==> config.mk <==
export PLATFORM = sky130hd
export DESIGN_NAME = cmp_ctl
export DESIGN_NICKNAME = d
export VERILOG_FILES = /design/src/rtl/cmp_ctl_pkg.sv /design/src/rtl/cmp_ctl.sv
export SDC_FILE = /design/constraint.sdc
export NUM_CORES = 1
export LEC_CHECK = 0
export ABC_CLOCK_PERIOD_IN_PS = 1300
export BUFFER_PORTS_ARGS = -buffer_cell sky130_fd_sc_hd__buf_2
export CAP_MARGIN = 20
export CORE_MARGIN = 5
export CORE_UTILIZATION = 41
export CTS_CLUSTER_DIAMETER = 200
export DETAILED_ROUTE_END_ITERATION = 10
export GPL_TIMING_DRIVEN = 1
export SLEW_MARGIN = 5
export SYNTH_ARGS = -nofsm -noshare
export SYNTH_HDL_FRONTEND = slang
export SYNTH_SLANG_ARGS = --single-unit
==> constraint.sdc <==
create_clock -name clk_sys -period 1.3 [get_ports clk_sys]
set_input_delay 0.065 -clock clk_sys [delete_from_list [all_inputs] [get_ports clk_sys]]
set_output_delay 0.065 -clock clk_sys [all_outputs]
set_load 0.03 [all_outputs]
==> src/rtl/cmp_ctl_pkg.sv <==
// constants, field layouts and carriers for the comparator control block
// Notes on behaviour
// - deadband (hysteresis) drive is on only while its enable bit is set
// - polarity-adjusted output is offered as a gate source for the timer
// - timer-aligned latch is used only when the align bit is set
// - latch captures on the falling edge of the timer source clock
// - with a prescaler, the prescaled timer clock drives the latch
// - each comparator has one rising and one falling edge detector
// - flag sets on rise with rise enable, or fall with fall enable
// - software clears the flag; a same-cycle enabled edge keeps it set
// - toggling invert while off still counts as an output change; toggling power counts only with a high result
// - positive select picks pin, ramp, converter, fixed reference or ground
// - power bit at zero disconnects every input selection
// - negative select picks pin, fixed reference or analog ground
// - shared inverting pin with amplifier enabled feeds amplifier output
package cmp_ctl_pkg;
  localparam int ADDR_W = 4;
  localparam int DATA_W = 8;
  localparam logic [ADDR_W-1:0] OFS_CTRL_A = 4'h0;
  localparam logic [ADDR_W-1:0] OFS_CTRL_B = 4'h1;
  localparam logic [ADDR_W-1:0] OFS_POS_MUX = 4'h2;
  localparam logic [ADDR_W-1:0] OFS_NEG_MUX = 4'h3;
  localparam logic [ADDR_W-1:0] OFS_IRQ_STAT = 4'h4;
  localparam logic [ADDR_W-1:0] OFS_IRQ_MASK = 4'h5;
  localparam logic [ADDR_W-1:0] OFS_STATUS = 4'h6;
  // ctrl_a bit positions
  localparam int CA_POWER = 7;
  localparam int CA_INVERT = 4;
  localparam int CA_DEADBAND = 1;
  localparam int CA_ALIGN = 0;
  // ctrl_b bit positions
  localparam int CB_RISE = 1;
  localparam int CB_FALL = 0;
  // positive select codes
  localparam logic [3:0] PSEL_PIN = 4'h0;
  localparam logic [3:0] PSEL_RAMP = 4'h1;
  localparam logic [3:0] PSEL_DAC = 4'h2;
  localparam logic [3:0] PSEL_FREF = 4'h3;
  localparam logic [3:0] PSEL_GND = 4'h4;
  // negative select codes
  localparam logic [3:0] NSEL_PIN = 4'h0;
  localparam logic [3:0] NSEL_FREF = 4'h1;
  localparam logic [3:0] NSEL_GND = 4'h2;
  localparam logic [DATA_W-1:0] RST_ZERO = 8'h00;
  // one-hot analog switch controls, bit order as the select codes
  typedef struct packed {
    logic [4:0] pos_sw;
    logic [2:0] neg_sw;
    logic neg_from_amp;
    logic deadband_on;
  } analog_ctl_t;
  typedef struct packed {
    logic [ADDR_W-1:0] addr;
    logic [DATA_W-1:0] wdata;
    logic wr;
    logic rd;
  } reg_req_t;
endpackage : cmp_ctl_pkg

==> src/rtl/cmp_ctl.sv <==
// comparator digital control: registers, input steering, sync latch, edge irq
`timescale 1ns/100ps
module cmp_ctl
  import cmp_ctl_pkg::*;
(
  input wire logic clk_sys,
  input wire logic nrst,
  input wire reg_req_t bus_req,
  output logic [DATA_W-1:0] rdata,
  input wire logic cmp_raw,
  input wire logic tmr_clk_presc,
  input wire logic amp_enable,
  output analog_ctl_t analog_ctl,
  output logic gate_src,
  output logic irq
);
  logic [DATA_W-1:0] ctrl_a_q, ctrl_a_d, ctrl_b_q, ctrl_b_d;
  logic [3:0] psel_q, psel_d, nsel_q, nsel_d;
  logic [1:0] stat_q, stat_d, mask_q, mask_d;
  logic [DATA_W-1:0] rdata_q, rdata_d;
  logic cmp_s1_q, cmp_s2_q, tck_s1_q, tck_s2_q, tck_s3_q, amp_s1_q, amp_s2_q;
  logic sync_lat_q, sync_lat_d, out_prev_q, gate_q, gate_d, irq_q, irq_d;
  analog_ctl_t actl_q, actl_d;
  logic out_now, rise_p, fall_p, tck_fall, flag_set, flag_clr;

  // two-flop synchronisers for the analog result and amp enable, three flops for the timer clock
  always_ff @(posedge clk_sys or negedge nrst) begin
    if (!nrst) begin
      cmp_s1_q <= 1'b0;
      cmp_s2_q <= 1'b0;
      tck_s1_q <= 1'b0;
      tck_s2_q <= 1'b0;
      tck_s3_q <= 1'b0;
      amp_s1_q <= 1'b0;
      amp_s2_q <= 1'b0;
    end else begin
      cmp_s1_q <= cmp_raw;
      cmp_s2_q <= cmp_s1_q;
      tck_s1_q <= tmr_clk_presc;
      tck_s2_q <= tck_s1_q;
      tck_s3_q <= tck_s2_q;
      amp_s1_q <= amp_enable;
      amp_s2_q <= amp_s1_q;
    end
  end

  // polarity-adjusted output; off zeroes the result before invert, so power toggles with a high result are changes
  assign out_now = (cmp_s2_q & ctrl_a_q[CA_POWER]) ^ ctrl_a_q[CA_INVERT];
  assign rise_p = out_now & ~out_prev_q;
  assign fall_p = ~out_now & out_prev_q;
  // falling edge of prescaled timer clock, seen on system clock
  assign tck_fall = tck_s3_q & ~tck_s2_q;
  assign flag_set = (rise_p & ctrl_b_q[CB_RISE]) | (fall_p & ctrl_b_q[CB_FALL]);
  assign flag_clr = bus_req.rd && bus_req.addr == OFS_IRQ_STAT;

  // register writes, status flags, read mux, sync latch and analog steering
  always_comb begin
    ctrl_a_d = ctrl_a_q;
    ctrl_b_d = ctrl_b_q;
    psel_d = psel_q;
    nsel_d = nsel_q;
    mask_d = mask_q;
    rdata_d = RST_ZERO;
    if (bus_req.wr) begin
      case (bus_req.addr)
        OFS_CTRL_A: ctrl_a_d = bus_req.wdata;
        OFS_CTRL_B: ctrl_b_d = bus_req.wdata;
        OFS_POS_MUX: psel_d = bus_req.wdata[3:0];
        OFS_NEG_MUX: nsel_d = bus_req.wdata[3:0];
        OFS_IRQ_MASK: mask_d = bus_req.wdata[1:0];
        default: ;
      endcase
    end
    if (bus_req.rd) begin
      case (bus_req.addr)
        OFS_CTRL_A: rdata_d = ctrl_a_q;
        OFS_CTRL_B: rdata_d = ctrl_b_q;
        OFS_POS_MUX: rdata_d = {4'h0, psel_q};
        OFS_NEG_MUX: rdata_d = {4'h0, nsel_q};
        OFS_IRQ_STAT: rdata_d = {6'h00, stat_q};
        OFS_IRQ_MASK: rdata_d = {6'h00, mask_q};
        OFS_STATUS: rdata_d = {6'h00, sync_lat_q, out_now};
        default: rdata_d = RST_ZERO;
      endcase
    end
    // bit0 comparator flag, bit1 any polarity-adjusted output change; set wins over clear
    stat_d = flag_clr ? 2'h0 : stat_q;
    stat_d[0] = stat_d[0] | flag_set;
    stat_d[1] = stat_d[1] | rise_p | fall_p;
    irq_d = |(stat_d & mask_d);
    sync_lat_d = tck_fall ? out_now : sync_lat_q;
    gate_d = ctrl_a_q[CA_ALIGN] ? sync_lat_q : out_now;
    actl_d = '0;
    actl_d.deadband_on = ctrl_a_q[CA_DEADBAND] & ctrl_a_q[CA_POWER];
    if (ctrl_a_q[CA_POWER]) begin
      case (psel_q)
        PSEL_PIN: actl_d.pos_sw = 5'h01;
        PSEL_RAMP: actl_d.pos_sw = 5'h02;
        PSEL_DAC: actl_d.pos_sw = 5'h04;
        PSEL_FREF: actl_d.pos_sw = 5'h08;
        PSEL_GND: actl_d.pos_sw = 5'h10;
        default: actl_d.pos_sw = 5'h00;
      endcase
      case (nsel_q)
        NSEL_PIN: begin
          actl_d.neg_sw = 3'h1;
          actl_d.neg_from_amp = amp_s2_q;
        end
        NSEL_FREF: actl_d.neg_sw = 3'h2;
        NSEL_GND: actl_d.neg_sw = 3'h4;
        default: actl_d.neg_sw = 3'h0;
      endcase
    end
  end

  // state registers
  always_ff @(posedge clk_sys or negedge nrst) begin
    if (!nrst) begin
      ctrl_a_q <= RST_ZERO;
      ctrl_b_q <= RST_ZERO;
      psel_q <= 4'h0;
      nsel_q <= 4'h0;
      stat_q <= 2'h0;
      mask_q <= 2'h0;
      rdata_q <= RST_ZERO;
      irq_q <= 1'b0;
      sync_lat_q <= 1'b0;
      gate_q <= 1'b0;
      out_prev_q <= 1'b0;
      actl_q <= '0;
    end else begin
      ctrl_a_q <= ctrl_a_d;
      ctrl_b_q <= ctrl_b_d;
      psel_q <= psel_d;
      nsel_q <= nsel_d;
      stat_q <= stat_d;
      mask_q <= mask_d;
      rdata_q <= rdata_d;
      irq_q <= irq_d;
      sync_lat_q <= sync_lat_d;
      gate_q <= gate_d;
      out_prev_q <= out_now;
      actl_q <= actl_d;
    end
  end

  assign rdata = rdata_q;
  assign analog_ctl = actl_q;
  assign gate_src = gate_q;
  assign irq = irq_q;

  // checks
  a_flag_sets: assert property (@(posedge clk_sys) disable iff (!nrst)
    flag_set |=> stat_q[0]) else $error("flag not set after enabled edge");
  a_set_beats_clr: assert property (@(posedge clk_sys) disable iff (!nrst)
    (flag_set && flag_clr) |=> stat_q[0]) else $error("edge lost on clear");
  a_rise_pulse: assert property (@(posedge clk_sys) disable iff (!nrst)
    rise_p |=> !rise_p) else $error("rise pulse longer than one cycle");
  a_edge_cause: assert property (@(posedge clk_sys) disable iff (!nrst)
    (rise_p || fall_p) |-> out_now != $past(out_now)) else $error("edge w/o change");
  a_off_no_sw: assert property (@(posedge clk_sys) disable iff (!nrst)
    !ctrl_a_q[CA_POWER] |=> actl_q.pos_sw == 5'h00 && actl_q.neg_sw == 3'h0)
    else $error("inputs connected while off");
  a_deadband_gate: assert property (@(posedge clk_sys) disable iff (!nrst)
    !ctrl_a_q[CA_DEADBAND] |=> !actl_q.deadband_on) else $error("deadband on");
  a_unsync_path: assert property (@(posedge clk_sys) disable iff (!nrst)
    !ctrl_a_q[CA_ALIGN] |=> gate_q == $past(out_now)) else $error("gate not direct");
  a_latch_hold: assert property (@(posedge clk_sys) disable iff (!nrst)
    !tck_fall |=> $stable(sync_lat_q)) else $error("latch moved off clock edge");
  a_invert_change: assert property (@(posedge clk_sys) disable iff (!nrst)
    $changed(ctrl_a_q[CA_INVERT]) && $stable(ctrl_a_q[CA_POWER]) && $stable(cmp_s2_q)
    |-> rise_p || fall_p) else $error("invert toggle not an edge");
  a_irq_level: assert property (@(posedge clk_sys) disable iff (!nrst)
    (stat_q[0] && mask_q[0]) |-> irq) else $error("irq low with pending flag");
  c_rise_irq: cover property (@(posedge clk_sys) disable iff (!nrst) rise_p && flag_set);
  c_fall_irq: cover property (@(posedge clk_sys) disable iff (!nrst) fall_p && flag_set);
  c_set_clr: cover property (@(posedge clk_sys) disable iff (!nrst) flag_set && flag_clr);
  c_sync_gate: cover property (@(posedge clk_sys) disable iff (!nrst)
    ctrl_a_q[CA_ALIGN] && tck_fall);
endmodule : cmp_ctl

# --- After elaboration in Yosys (flattened, before gate mapping) ---
# Cells that the tools add are included.
word_totals:
  reg_bits: 57
  output_inout_bits: 20
  word_cells: 69
op_classes:
  eq_ne: 12
  muxes: 10
  bitwise: 16
  n_reduce_logical: 9
op_table:
  columns: ["cell", "n"]
  rows:
  - ["one-hot mux 8 bit (7 select lines)", 1]
  - ["one-hot mux 5 bit (5 select lines)", 1]
  - ["equality test 4 x 2 -> 1 bit, second input constant", 5]
  - ["equality test 4 x 3 -> 1 bit, second input constant", 4]
  - ["equality test 4 x 1 -> 1 bit, second input constant", 3]
  - ["logical NOT 4 bit", 3]
  - ["2-to-1 mux 9 bit", 1]
  - ["one-hot mux 3 bit (3 select lines)", 1]
  - ["2-to-1 mux 8 bit", 1]
  - ["AND reduction 2 bit", 4]
  - ["AND 1 bit", 7]
  - ["2-to-1 mux 2 bit", 3]
  - ["bitwise OR 1 bit", 4]
  - ["NOT 1 bit", 3]
  - ["AND 2 bit", 1]
  - ["2-to-1 mux 1 bit", 2]
  - ["OR reduction 2 bit", 1]
  - ["logical AND 1 bit", 1]
  - ["XOR 1 bit", 1]

# --- Depth between registers and ports, before layout ---
# Gate-level depths: netlist of the first run.
depth:
  word_depth: 9
  ltp_mapped: 6

# --- Worst setup path before layout of the first run ---
# No wires, ideal clock.
synth_path:
  path_kind: "register -> register"
  start: "reg ctrl_a_q[7]"
  end: "reg irq_q, in the netlist irq"
  setup_ns: 0.127
  t_arrival_ns: 1.238
  required_ns: 1.173
  setup_slack_ns: -0.065
  stages_incl_launch_ff: 6
  path_buffers: 1
  synth_period_minus_slack_ns: 1.365
  cell_sequence: "dfrtp_1 buf_6 a21bo_1 and2_4 a221o_1 o2bb2ai_1"
synth_between:
  elab_chain_cells: 9
  elab_cells_between_ends: 13
synth_rtl:
  columns: ["element", "line", "rtl"]
  rows:
  - ["start: declaration", "cmp_ctl.sv:17", "logic [DATA_W-1:0] ctrl_a_q, ctrl_a_d, ctrl_b_q, ctrl_b_d;"]
  - ["start signal: assignment", "cmp_ctl.sv:132", "ctrl_a_q <= ctrl_a_d;"]
  - ["AND 1 bit (*)", "cmp_ctl.sv:48", "assign out_now = (cmp_s2_q & ctrl_a_q[CA_POWER]) ^ ctrl_a_q[CA_INVERT];"]
  - ["XOR 1 bit (*)", "cmp_ctl.sv:48", null]
  - ["NOT 1 bit", "cmp_ctl.sv:50", "assign fall_p = ~out_now & out_prev_q;"]
  - ["AND 1 bit", "cmp_ctl.sv:50", null]
  - ["AND 1 bit", "cmp_ctl.sv:53", "assign flag_set = (rise_p & ctrl_b_q[CB_RISE]) | (fall_p & ctrl_b_q[CB_FALL]);"]
  - ["bitwise OR 1 bit (*)", "cmp_ctl.sv:53", null]
  - ["bitwise OR 1 bit (*)", "cmp_ctl.sv:88", "stat_d[0] = stat_d[0] | flag_set;"]
  - ["via stat_d[0]", "cmp_ctl.sv:19", "logic [1:0] stat_q, stat_d, mask_q, mask_d;"]
  - ["AND 2 bit (*)", "cmp_ctl.sv:90", "irq_d = |(stat_d & mask_d);"]
  - ["OR reduction 2 bit (*)", "cmp_ctl.sv:90", null]
  - ["via irq_d", "cmp_ctl.sv:22", "logic sync_lat_q, sync_lat_d, out_prev_q, gate_q, gate_d, irq_q, irq_d;"]
  - ["end signal: assignment", "cmp_ctl.sv:139", "irq_q <= irq_d;"]
  - ["end: declaration", "cmp_ctl.sv:22", null]
# Mark *: on every way through the listed nets, which the timed path passes. The rest lies on a longest branch.
# A chain may end at the register's enable or synchronous reset.

# --- Final worst setup path of the first run ---
layout_path:
  start: "reg ctrl_a_q[4]"
  end: "reg irq_q, in the netlist irq"
layout_between:
  elab_chain_cells: 8
  elab_cells_between_ends: 12
layout_rtl:
  columns: ["element", "line"]
  rows:
  - ["XOR 1 bit (*)", "cmp_ctl.sv:48"]
  - ["NOT 1 bit", "cmp_ctl.sv:50"]
  - ["AND 1 bit", "cmp_ctl.sv:50"]
  - ["AND 1 bit", "cmp_ctl.sv:53"]
  - ["bitwise OR 1 bit (*)", "cmp_ctl.sv:53"]
  - ["bitwise OR 1 bit (*)", "cmp_ctl.sv:88"]
  - ["via stat_d[0]", "cmp_ctl.sv:19"]
  - ["AND 2 bit (*)", "cmp_ctl.sv:90"]
  - ["OR reduction 2 bit (*)", "cmp_ctl.sv:90"]
  - ["via irq_d", "cmp_ctl.sv:22"]
# Marks and branches as above.

==> report_table.html, run 1 <==
<table>
<tr><th>Metric</th><th>Value</th></tr>
<tr><th colspan="2">Run status</th></tr>
<tr><td>Status</td><td>complete, but fails checks</td></tr>
<tr><td>Failing checks</td><td>setup timing</td></tr>
<tr><th colspan="2">STA</th></tr>
<tr><td>RSZ-0062 raised after global routing</td><td>yes</td></tr>
<tr><td>Final min period</td><td>1.34 ns</td></tr>
<tr><td>F_max</td><td>0.748 GHz</td></tr>
<tr><td>Maximum clock skew at final layout</td><td>0.00607 ns</td></tr>
<tr><td>Worst Tran Pin Value</td><td>0.259 ns</td></tr>
<tr><td>Final sum of negative setup slack</td><td>-0.0365 ns</td></tr>
<tr><td>Setup slack after layout</td><td>-0.0365 ns</td></tr>
<tr><td>Period utilisation layout</td><td>1.03</td></tr>
<tr><td>Max-slew violations</td><td>0</td></tr>
<tr><td>Headroom to the max-slew limit</td><td>0.826</td></tr>
<tr><td># setup viols final</td><td>1</td></tr>
<tr><td>Final hold violation count</td><td>0</td></tr>
<tr><th colspan="2">Setup path</th></tr>
<tr><td>Largest driver fanout on the critical path</td><td>4</td></tr>
<tr><td>Worst Path Required</td><td>1.51 ns</td></tr>
<tr><td>Reg-to-reg critical path startpoint</td><td>ctrl_a_q[4]</td></tr>
<tr><td>Launching instance or port of the critical path</td><td>ctrl_a_q[4]</td></tr>
<tr><td>Buffering stage count on the worst path with inverters included</td><td>0</td></tr>
<tr><td>Crit path kind</td><td>register to register</td></tr>
<tr><td>Slowest stage cell on the critical path</td><td>sky130_fd_sc_hd__dfrtp_1</td></tr>
<tr><td>Critical path's largest stage delay</td><td>0.38 ns</td></tr>
<tr><td>Worst Path Arrival</td><td>1.55 ns</td></tr>
<tr><td>Nature of the critical path startpoint</td><td>register</td></tr>
<tr><td>Critical path endpoint category</td><td>register</td></tr>
<tr><td>Category of cells accounting for the largest share of critical-path delay</td><td>compound AO/OA/AOI/OAI gates</td></tr>
<tr><td>Sequence of cells on the critical path</td><td>a21bo_1 &gt; and2_4 &gt; a221o_1 &gt; o2bb2ai_1</td></tr>
<tr><th colspan="2">Routing</th></tr>
<tr><td>Final wirelength</td><td>4.46 mm</td></tr>
<tr><td>Total via count after detailed routing</td><td>1530</td></tr>
<tr><td>Number of search-and-repair iterations in the first detailed-routing pass</td><td>4</td></tr>
<tr><td>Detailed-route wire length per cell</td><td>14.3 µm</td></tr>
<tr><td>Via count normalized by instance count</td><td>4.92</td></tr>
<tr><td>Number of remaining DRC errors</td><td>0</td></tr>
<tr><td>Detailed router's first-iteration violation count</td><td>84</td></tr>
<tr><td>Count of antenna-violating nets left after detailed routing</td><td>0</td></tr>
<tr><th colspan="2">Die</th></tr>
<tr><td>Die boundary width</td><td>85.4 µm</td></tr>
<tr><td>DIE AREA</td><td>0.00729 mm²</td></tr>
<tr><td>Placeable Area</td><td>0.00551 mm²</td></tr>
<tr><td>DIE HEIGHT</td><td>85.4 µm</td></tr>
<tr><td>Cell row count</td><td>27</td></tr>
<tr><td>IO Pins</td><td>39</td></tr>
<tr><td>Starting Density</td><td>0.423</td></tr>
<tr><th colspan="2">Global route</th></tr>
<tr><td>All-Layer GR Usage</td><td>0.142</td></tr>
<tr><td>Number of global-route vias before repair</td><td>1658</td></tr>
<tr><td>Antenna violations before repair</td><td>0</td></tr>
<tr><td>Total congestion overflow</td><td>0</td></tr>
<tr><td>Wire length of the first global-routing pass</td><td>7.80 mm</td></tr>
<tr><td>Largest net degree at the start of global routing</td><td>36</td></tr>
<tr><th colspan="2">Min path</th></tr>
<tr><td>Hold Crit Start</td><td>bus_req[3]</td></tr>
<tr><td>Worst min-delay path class</td><td>input port to register</td></tr>
<tr><th colspan="2">Cells and area</th></tr>
<tr><td>Layout cell share with drive strength beyond 1</td><td>0.418</td></tr>
<tr><td>Count of antenna diodes in the layout</td><td>0</td></tr>
<tr><td>Cell Count, Final, Fillers Out</td><td>311</td></tr>
<tr><td>Synth-to-Final Area Change</td><td>28.3%</td></tr>
<tr><td>Post-layout nets</td><td>253</td></tr>
<tr><th colspan="2">Clocking</th></tr>
<tr><td>CTS Buf Count</td><td>9</td></tr>
<tr><td>Maximum clock insertion buffer count</td><td>2</td></tr>
<tr><td>Root cell of the clock tree</td><td>sky130_fd_sc_hd__clkbuf_8</td></tr>
<tr><td>Clock insertion delay at the later pin of the skew report</td><td>0.33 ns</td></tr>
<tr><td>Clock net sink count</td><td>57</td></tr>
<tr><td>CTS tree</td><td>done</td></tr>
<tr><td>CTS clk-pin slew, worst paths</td><td>0.06 ns</td></tr>
<tr><td># H-tree levels</td><td>3</td></tr>
<tr><th colspan="2">Power and ir drop</th></tr>
<tr><td>Largest vdd supply drop</td><td>0.000765 V</td></tr>
<tr><td>Leakage Power</td><td>0.00144 µW</td></tr>
<tr><td>Power density of the placed cells</td><td>1580 mW/mm²</td></tr>
<tr><th colspan="2">Synthesis</th></tr>
<tr><td>Number of flip-flops and latches in the synthesized netlist</td><td>57</td></tr>
<tr><td>Count of yosys warnings during synthesis</td><td>0</td></tr>
<tr><td>Post-synth net total</td><td>187</td></tr>
<tr><td>Number of distinct library cells after synthesis</td><td>37</td></tr>
<tr><td>Ys flop type</td><td>sky130_fd_sc_hd__dfrtp_1</td></tr>
<tr><td>EDFF count, synth</td><td>0</td></tr>
<tr><td>Post-synthesis instance area</td><td>0.00233 mm²</td></tr>
<tr><td>Async set-or-reset flop fraction in the synthesized netlist</td><td>1.00</td></tr>
<tr><td>Sequential cell area fraction in the yosys report</td><td>0.612</td></tr>
<tr><td>Number of instances in the synthesized netlist</td><td>168</td></tr>
<tr><td>Per-instance average area after synthesis</td><td>13.9 µm²</td></tr>
<tr><th colspan="2">Placement</th></tr>
<tr><td>Estimated wirelength of the detail-placed design</td><td>3.34 mm</td></tr>
<tr><td>Inst Count DP</td><td>282</td></tr>
<tr><td>Global placement routability congestion</td><td>0.815</td></tr>
<tr><td>Port-buffer cells</td><td>38</td></tr>
<tr><th colspan="2">Run</th></tr>
<tr><td>Max-cap violations</td><td>0</td></tr>
</table>
==> Yosys cell counts (all sizes together), types with 2 or more instances <==
library cell  number  area, µm²
nor3               3       15.0
nor3b              6       56.3
nand2             10       42.5
mux2              28        315
o21ai              3       15.0
a21oi              3       15.0
buf                6       41.3
nor2               8       30.0
and3               2       12.5
nor4b              2       17.5
mux4               2       45.0
nand3b             4       30.0
mux2i              7       70.1
nand2b             2       12.5
a31oi              2       12.5
nand3              3       15.0
and2               5       36.3
inv                3       11.3
or3                2       12.5
dfrtp             57       1430
==> through the flow <==
step	hold WS, ns	power (µW)	worst slack [ns]	area (µm²)	utilization
after floorplan	-0.231	2870	-0.0176	2330	-
after global placement	-0.102	3160	0.0254	2670	0.485
after detailed placement	-0.0989	3190	-0.0205	2670	0.485
after CTS	0.0270	4790	-0.0306	2980	0.541
after global routing	0.0348	5000	-0.0853	2990	0.543
final	0.0504	4710	-0.0365	2990	0.543
==> what timing repair did <==
| action | CTS | global route |
|---|---|---|
| gates resized for setup | 0 | 1 |
| hold endpoints to repair | 72 | 0 |
| endpoints found under the setup margin | 1 | 3 |
| setup buffers | 0 | 1 |
| pin swaps | 0 | 3 |
| hold buffers | 12 | 0 |
==> kinds of logic after synthesis <==
| family | synth area share |
|---|---|
| DFF | 0.612 |
| and+or+nand+nor | 0.129 |
| muxes | 0.185 |
| AOI/OAI and AO/OA | 0.0408 |
| buffers and inverters | 0.0226 |
| xor gates and xnor gates | 0.0102 |
==> worst paths after layout <==
path / endpoint / slack, ns / cells after the start
max in group asynchronous: nsel_q[3] / 0.81 / 3
min reg2reg: tck_s2_q / 0.35 / 0
max: irq / -0.04 / 4
min in group asynchronous: tck_s1_q / 0.09 / 2
max reg2reg: irq / -0.04 / 4
min: mask_q[1] / 0.05 / 3
==> registers in the layout (all words and copies together) (netlist names) <==
signal	cells
nsel_q	4
ctrl_a_q	8
amp_s2_q	1
sync_lat_q	1
cmp_s2_q	1
out_prev_q	1
cmp_s1_q	1
irq	1
amp_s1_q	1
tck_s1_q	1
mask_q	2
stat_q	2
ctrl_b_q	8
gate_src	1
analog_ctl	10
psel_q	4
tck_s3_q	1
rdata	8
tck_s2_q	1
==> per-layer routing <==
| layer | track usage | part of all wire | up-vias |
|---|---|---|---|
| met2 | 0.218 | 0.46 | 55 |
| met3 | 0.0563 | 0.081 | 10 |
| met5 | 0 | 0 | - |
| li1 | - | - | 728 |
| met4 | 0.0791 | 0.026 | 0 |
| met1 | 0.170 | 0.43 | 737 |
==> tightest hold or removal path, delay by kind of cell <==
kind / cells / cell delay [ns]
buffers and inverters: 2 / 0.19
multiplexers: 1 / 0.10
==> cell type report <==
cell class / count / area [µm²]
Tap cell: 72 / 90.1
Multi-Input combinational cell: 102 / 851
Clock buffer: 14 / 183
Timing Repair Buffer: 61 / 418
Sequential cell: 57 / 1430
Fill cell: 480 / 2520
Inverter: 3 / 11.3
Clock inverter: 2 / 10.0
==> cell usage in the layout, fill, tap and decap left out, types with 2 or more instances in the layout <==
cell type                       Yosys  layout
sky130_fd_sc_hd__mux4_2             2       2
sky130_fd_sc_hd__nand2_1            8       8
sky130_fd_sc_hd__buf_2              3      38
sky130_fd_sc_hd__and3_1             2       2
sky130_fd_sc_hd__and2_2             2       2
sky130_fd_sc_hd__nor4b_1            2       2
sky130_fd_sc_hd__nor3b_1            5       5
sky130_fd_sc_hd__mux2_2            27      27
sky130_fd_sc_hd__clkbuf_8           0      13
sky130_fd_sc_hd__and2_1             2       2
sky130_fd_sc_hd__nand2_2            2       2
sky130_fd_sc_hd__dlygate4sd3_1      0      12
sky130_fd_sc_hd__inv_1              3       3
sky130_fd_sc_hd__mux2i_1            7       7
sky130_fd_sc_hd__nor2_1             8       8
sky130_fd_sc_hd__nand2b_1           2       2
sky130_fd_sc_hd__o21ai_0            3       3
sky130_fd_sc_hd__buf_4              2       9
sky130_fd_sc_hd__nand3_1            3       3
sky130_fd_sc_hd__buf_12             0       2
sky130_fd_sc_hd__nand3b_1           4       4
sky130_fd_sc_hd__clkinv_2           0       2
sky130_fd_sc_hd__a31oi_1            2       2
sky130_fd_sc_hd__nor3_1             3       3
sky130_fd_sc_hd__or3_1              2       2
sky130_fd_sc_hd__a21oi_1            3       3
sky130_fd_sc_hd__dfrtp_1           57      57
==> where the power goes <==
group	total, µW	internal, µW	switching, µW
Combinational	941	497	444
Clock	1530	893	638
Sequential	2240	2060	178
Note: power is estimated with default switching activity, not from simulation.
==> run 2, diff against run 1 <==
Settings changed: CORE_UTILIZATION 41 to 50, PLACE_DENSITY set to 0.75.
==> run 2 against run 1 <==
Net effect: the flow still finishes with violations (setup timing); sequential power hardly changed; power rose by 0.47%; worst hold slack worse by 0.034 ns; via count rose by 2.0%; combinational power increased by 1%; sequential share of layout area is 0.94 points higher; global-route usage rose by 2.7 points; final area down 1.9%; clock skew fell by 0.00051 ns.
==> report_table.html, run 2 (same netlist as run 1, synthesis figures left out) <==
<table>
<tr><th>Metric</th><th>Value</th></tr>
<tr><th colspan="2">Setup path</th></tr>
<tr><td>Critical path endpoint category</td><td>register</td></tr>
<tr><td>Worst Path Arrival</td><td>1.55 ns (about the same)</td></tr>
<tr><td>Crit path kind</td><td>register to register</td></tr>
<tr><td>Worst Path Required</td><td>1.51 ns (about the same)</td></tr>
<tr><td>Critical path's largest stage delay</td><td>0.39 ns (about the same)</td></tr>
<tr><td>R2r setup slk</td><td>-0.04 ns (about the same)</td></tr>
<tr><td>Nature of the critical path startpoint</td><td>register</td></tr>
<tr><td>Sequence of cells on the critical path</td><td>a21bo_1 &gt; and2_4 &gt; a221o_1 &gt; o2bb2ai_1</td></tr>
<tr><td>Slowest stage cell on the critical path</td><td>sky130_fd_sc_hd__dfrtp_1</td></tr>
<tr><td>Largest driver fanout on the critical path</td><td>4 (unchanged)</td></tr>
<tr><th colspan="2">Global route</th></tr>
<tr><td>Antenna violations before repair</td><td>0 (unchanged)</td></tr>
<tr><td>All-Layer GR Usage</td><td>0.169 (+0.0272)</td></tr>
<tr><td>Number of global-route vias before repair</td><td>1664 (+0.36%)</td></tr>
<tr><td>Total congestion overflow</td><td>0 (unchanged)</td></tr>
<tr><td>Wire length of the first global-routing pass</td><td>7.75 mm (-0.63%)</td></tr>
<tr><td>Largest net degree at the start of global routing</td><td>58 (+61%)</td></tr>
<tr><th colspan="2">Min path</th></tr>
<tr><td>Worst min-delay path class</td><td>input port to register</td></tr>
<tr><th colspan="2">Cells and area</th></tr>
<tr><td>Post-layout nets</td><td>252 (-0.40%)</td></tr>
<tr><td>Commonest cells after routing, fill and taps aside</td><td>sky130_fd_sc_hd__dfrtp_1, sky130_fd_sc_hd__buf_2, sky130_fd_sc_hd__mux2_2</td></tr>
<tr><td>Synth-to-Final Area Change</td><td>25.8%</td></tr>
<tr><td>Util after Layout</td><td>0.660 (+0.117)</td></tr>
<tr><td>Flip-flop count of the largest register, all copies and words added</td><td>10 (unchanged)</td></tr>
<tr><td>Leading cell type in the layout, fill and taps excluded</td><td>sky130_fd_sc_hd__dfrtp_1</td></tr>
<tr><td>Layout cell share with drive strength beyond 1</td><td>0.424 (+0.00596)</td></tr>
<tr><td>Count of antenna diodes in the layout</td><td>0 (unchanged)</td></tr>
<tr><td>Cell Count, Final, Fillers Out</td><td>290 (-6.8%)</td></tr>
<tr><th colspan="2">Run</th></tr>
<tr><td>Max-cap violations</td><td>0 (unchanged)</td></tr>
<tr><th colspan="2">Die</th></tr>
<tr><td>Cell row count</td><td>24 (-11%)</td></tr>
<tr><td>Starting Density</td><td>0.524 (+0.101)</td></tr>
<tr><td>Die boundary width</td><td>78.3 µm (-8.3%)</td></tr>
<tr><td>IO Pins</td><td>39 (unchanged)</td></tr>
<tr><td>Placeable Area</td><td>0.00444 mm² (-19%)</td></tr>
<tr><td>DIE HEIGHT</td><td>78.3 µm (-8.3%)</td></tr>
<tr><td>DIE AREA</td><td>0.00612 mm² (-16%)</td></tr>
<tr><th colspan="2">Clocking</th></tr>
<tr><td>CTS clk-pin slew, worst paths</td><td>0.06 ns (about the same)</td></tr>
<tr><td>Clock net sink count</td><td>57 (unchanged)</td></tr>
<tr><td># H-tree levels</td><td>3 (unchanged)</td></tr>
<tr><td>CTS tree</td><td>done</td></tr>
<tr><td>Clock insertion delay at the later pin of the skew report</td><td>0.33 ns (about the same)</td></tr>
<tr><td>Maximum clock insertion buffer count</td><td>2 (unchanged)</td></tr>
<tr><td>CTS Buf Count</td><td>9 (unchanged)</td></tr>
<tr><td>Root cell of the clock tree</td><td>sky130_fd_sc_hd__clkbuf_8</td></tr>
<tr><th colspan="2">Placement</th></tr>
<tr><td>Worst slack, placed</td><td>-0.0362 ns (-0.0157 ns)</td></tr>
<tr><td>Global placement routability congestion</td><td>0.815 (about the same)</td></tr>
<tr><td>Inst Count DP</td><td>263 (-6.7%)</td></tr>
<tr><td>Estimated wirelength of the detail-placed design</td><td>3.19 mm (-4.4%)</td></tr>
<tr><td>Port-buffer cells</td><td>38 (unchanged)</td></tr>
<tr><th colspan="2">STA</th></tr>
<tr><td>Maximum clock skew at final layout</td><td>0.00556 ns (-0.000511 ns)</td></tr>
<tr><td>Max-slew violations</td><td>0 (unchanged)</td></tr>
<tr><td># setup viols final</td><td>1 (unchanged)</td></tr>
<tr><td>Final min period</td><td>1.34 ns (+0.00518 ns)</td></tr>
<tr><td>F_max</td><td>0.745 GHz (-0.39%)</td></tr>
<tr><td>Headroom to the max-slew limit</td><td>0.797 (-0.0286)</td></tr>
<tr><td>RSZ-0062 raised after global routing</td><td>yes</td></tr>
<tr><td>Setup slack after layout</td><td>-0.0417 ns (-0.00518 ns)</td></tr>
<tr><td>Final hold violation count</td><td>0 (unchanged)</td></tr>
<tr><td>Period utilisation layout</td><td>1.03 (+0.00398)</td></tr>
<tr><td>Worst Tran Pin Value</td><td>0.300 ns (+0.0410 ns)</td></tr>
<tr><th colspan="2">Routing</th></tr>
<tr><td>Count of antenna-violating nets left after detailed routing</td><td>0 (unchanged)</td></tr>
<tr><td>Final wirelength</td><td>4.47 mm (+0.16%)</td></tr>
<tr><td>Total via count after detailed routing</td><td>1561 (+2.0%)</td></tr>
<tr><td>Via count normalized by instance count</td><td>5.38 (+9.4%)</td></tr>
<tr><td>Detailed-route wire length per cell</td><td>15.4 µm (+7.4%)</td></tr>
<tr><td>Number of remaining DRC errors</td><td>0 (unchanged)</td></tr>
<tr><td>Detailed router's first-iteration violation count</td><td>66 (-21%)</td></tr>
<tr><td>Number of search-and-repair iterations in the first detailed-routing pass</td><td>4 (unchanged)</td></tr>
<tr><th colspan="2">Run status</th></tr>
<tr><td>Status</td><td>complete, but fails checks</td></tr>
<tr><td>Failing checks</td><td>setup timing</td></tr>
<tr><th colspan="2">Power and ir drop</th></tr>
<tr><td>Largest vdd supply drop</td><td>0.000808 V (+5.6%)</td></tr>
<tr><td>Leakage Power</td><td>0.00143 µW (-1.2%)</td></tr>
<tr><td>Total power</td><td>4740 µW (+0.47%)</td></tr>
<tr><td>Power density of the placed cells</td><td>1620 mW/mm² (+2.4%)</td></tr>
</table>
## run 2: worst max-delay path, delay by kind of cell, from the launching register on
kind	cells	cell delay [ns]
compound gates	3	0.67
flops	1	0.39
simple gates	1	0.17
## run 2: worst paths after layout
kind,cells past startpoint,from,to
hold / removal,2,bus_req[5],psel_q[3]
setup / recovery,4,ctrl_a_q[4],irq
hold reg to reg,0,amp_s1_q,amp_s2_q
setup reg to reg,4,ctrl_a_q[4],irq
min in group asynchronous,3,nrst,tck_s3_q
max in group asynchronous,3,nrst,rdata[3]
## run 2: power by group
| part | internal [µW] | leakage [µW] | switching (µW) | total (µW) |
|---|---|---|---|---|
| combinational | 496 | 0.000616 | 456 | 952 |
| clock | 881 | 0.0000933 | 665 | 1550 |
| sequential | 2060 | 0.000717 | 174 | 2240 |
## run 2: cell type report
| class | instances | area (µm²) |
|---|---|---|
| Clock buffer | 11 | 131 |
| Clock inverter | 5 | 56.3 |
| Fill cell | 346 | 1510 |
| Inverter | 3 | 11.3 |
| Multi-Input combinational cell | 102 | 851 |
| Sequential cell | 57 | 1430 |
| Tap cell | 52 | 65.1 |
| Timing Repair Buffer | 60 | 390 |
## run 2: stage by stage
step | hold slack, ns | TNS (ns) | cell area (µm²)
after floorplan | -0.231 | -0.0176 | 2330
after global placement | 0.0811 | 0 | 2640
after detailed placement | 0.0857 | -0.0362 | 2640
after CTS | 0.000374 | -0.0315 | 2910
after global routing | 0.00232 | -0.0917 | 2930
final | 0.0161 | -0.0417 | 2930
## run 2: layer usage
metal	up-vias	track usage	wire length, µm
li1	726	-	-
met3	10	0.0824	322
met4	0	0.0612	82
met2	47	0.258	2190
met5	-	0	0
met1	778	0.210	1870
## run 2: timing repair
item | 4_1_cts | 5_1_grt
hold buffers | 8 | 1
gates resized for setup | 1 | 0
buffers inserted | 1 | 1
pin swaps | 1 | 1
endpoints found under the hold margin | 68 | 1
endpoints found under the setup margin | 2 | 2
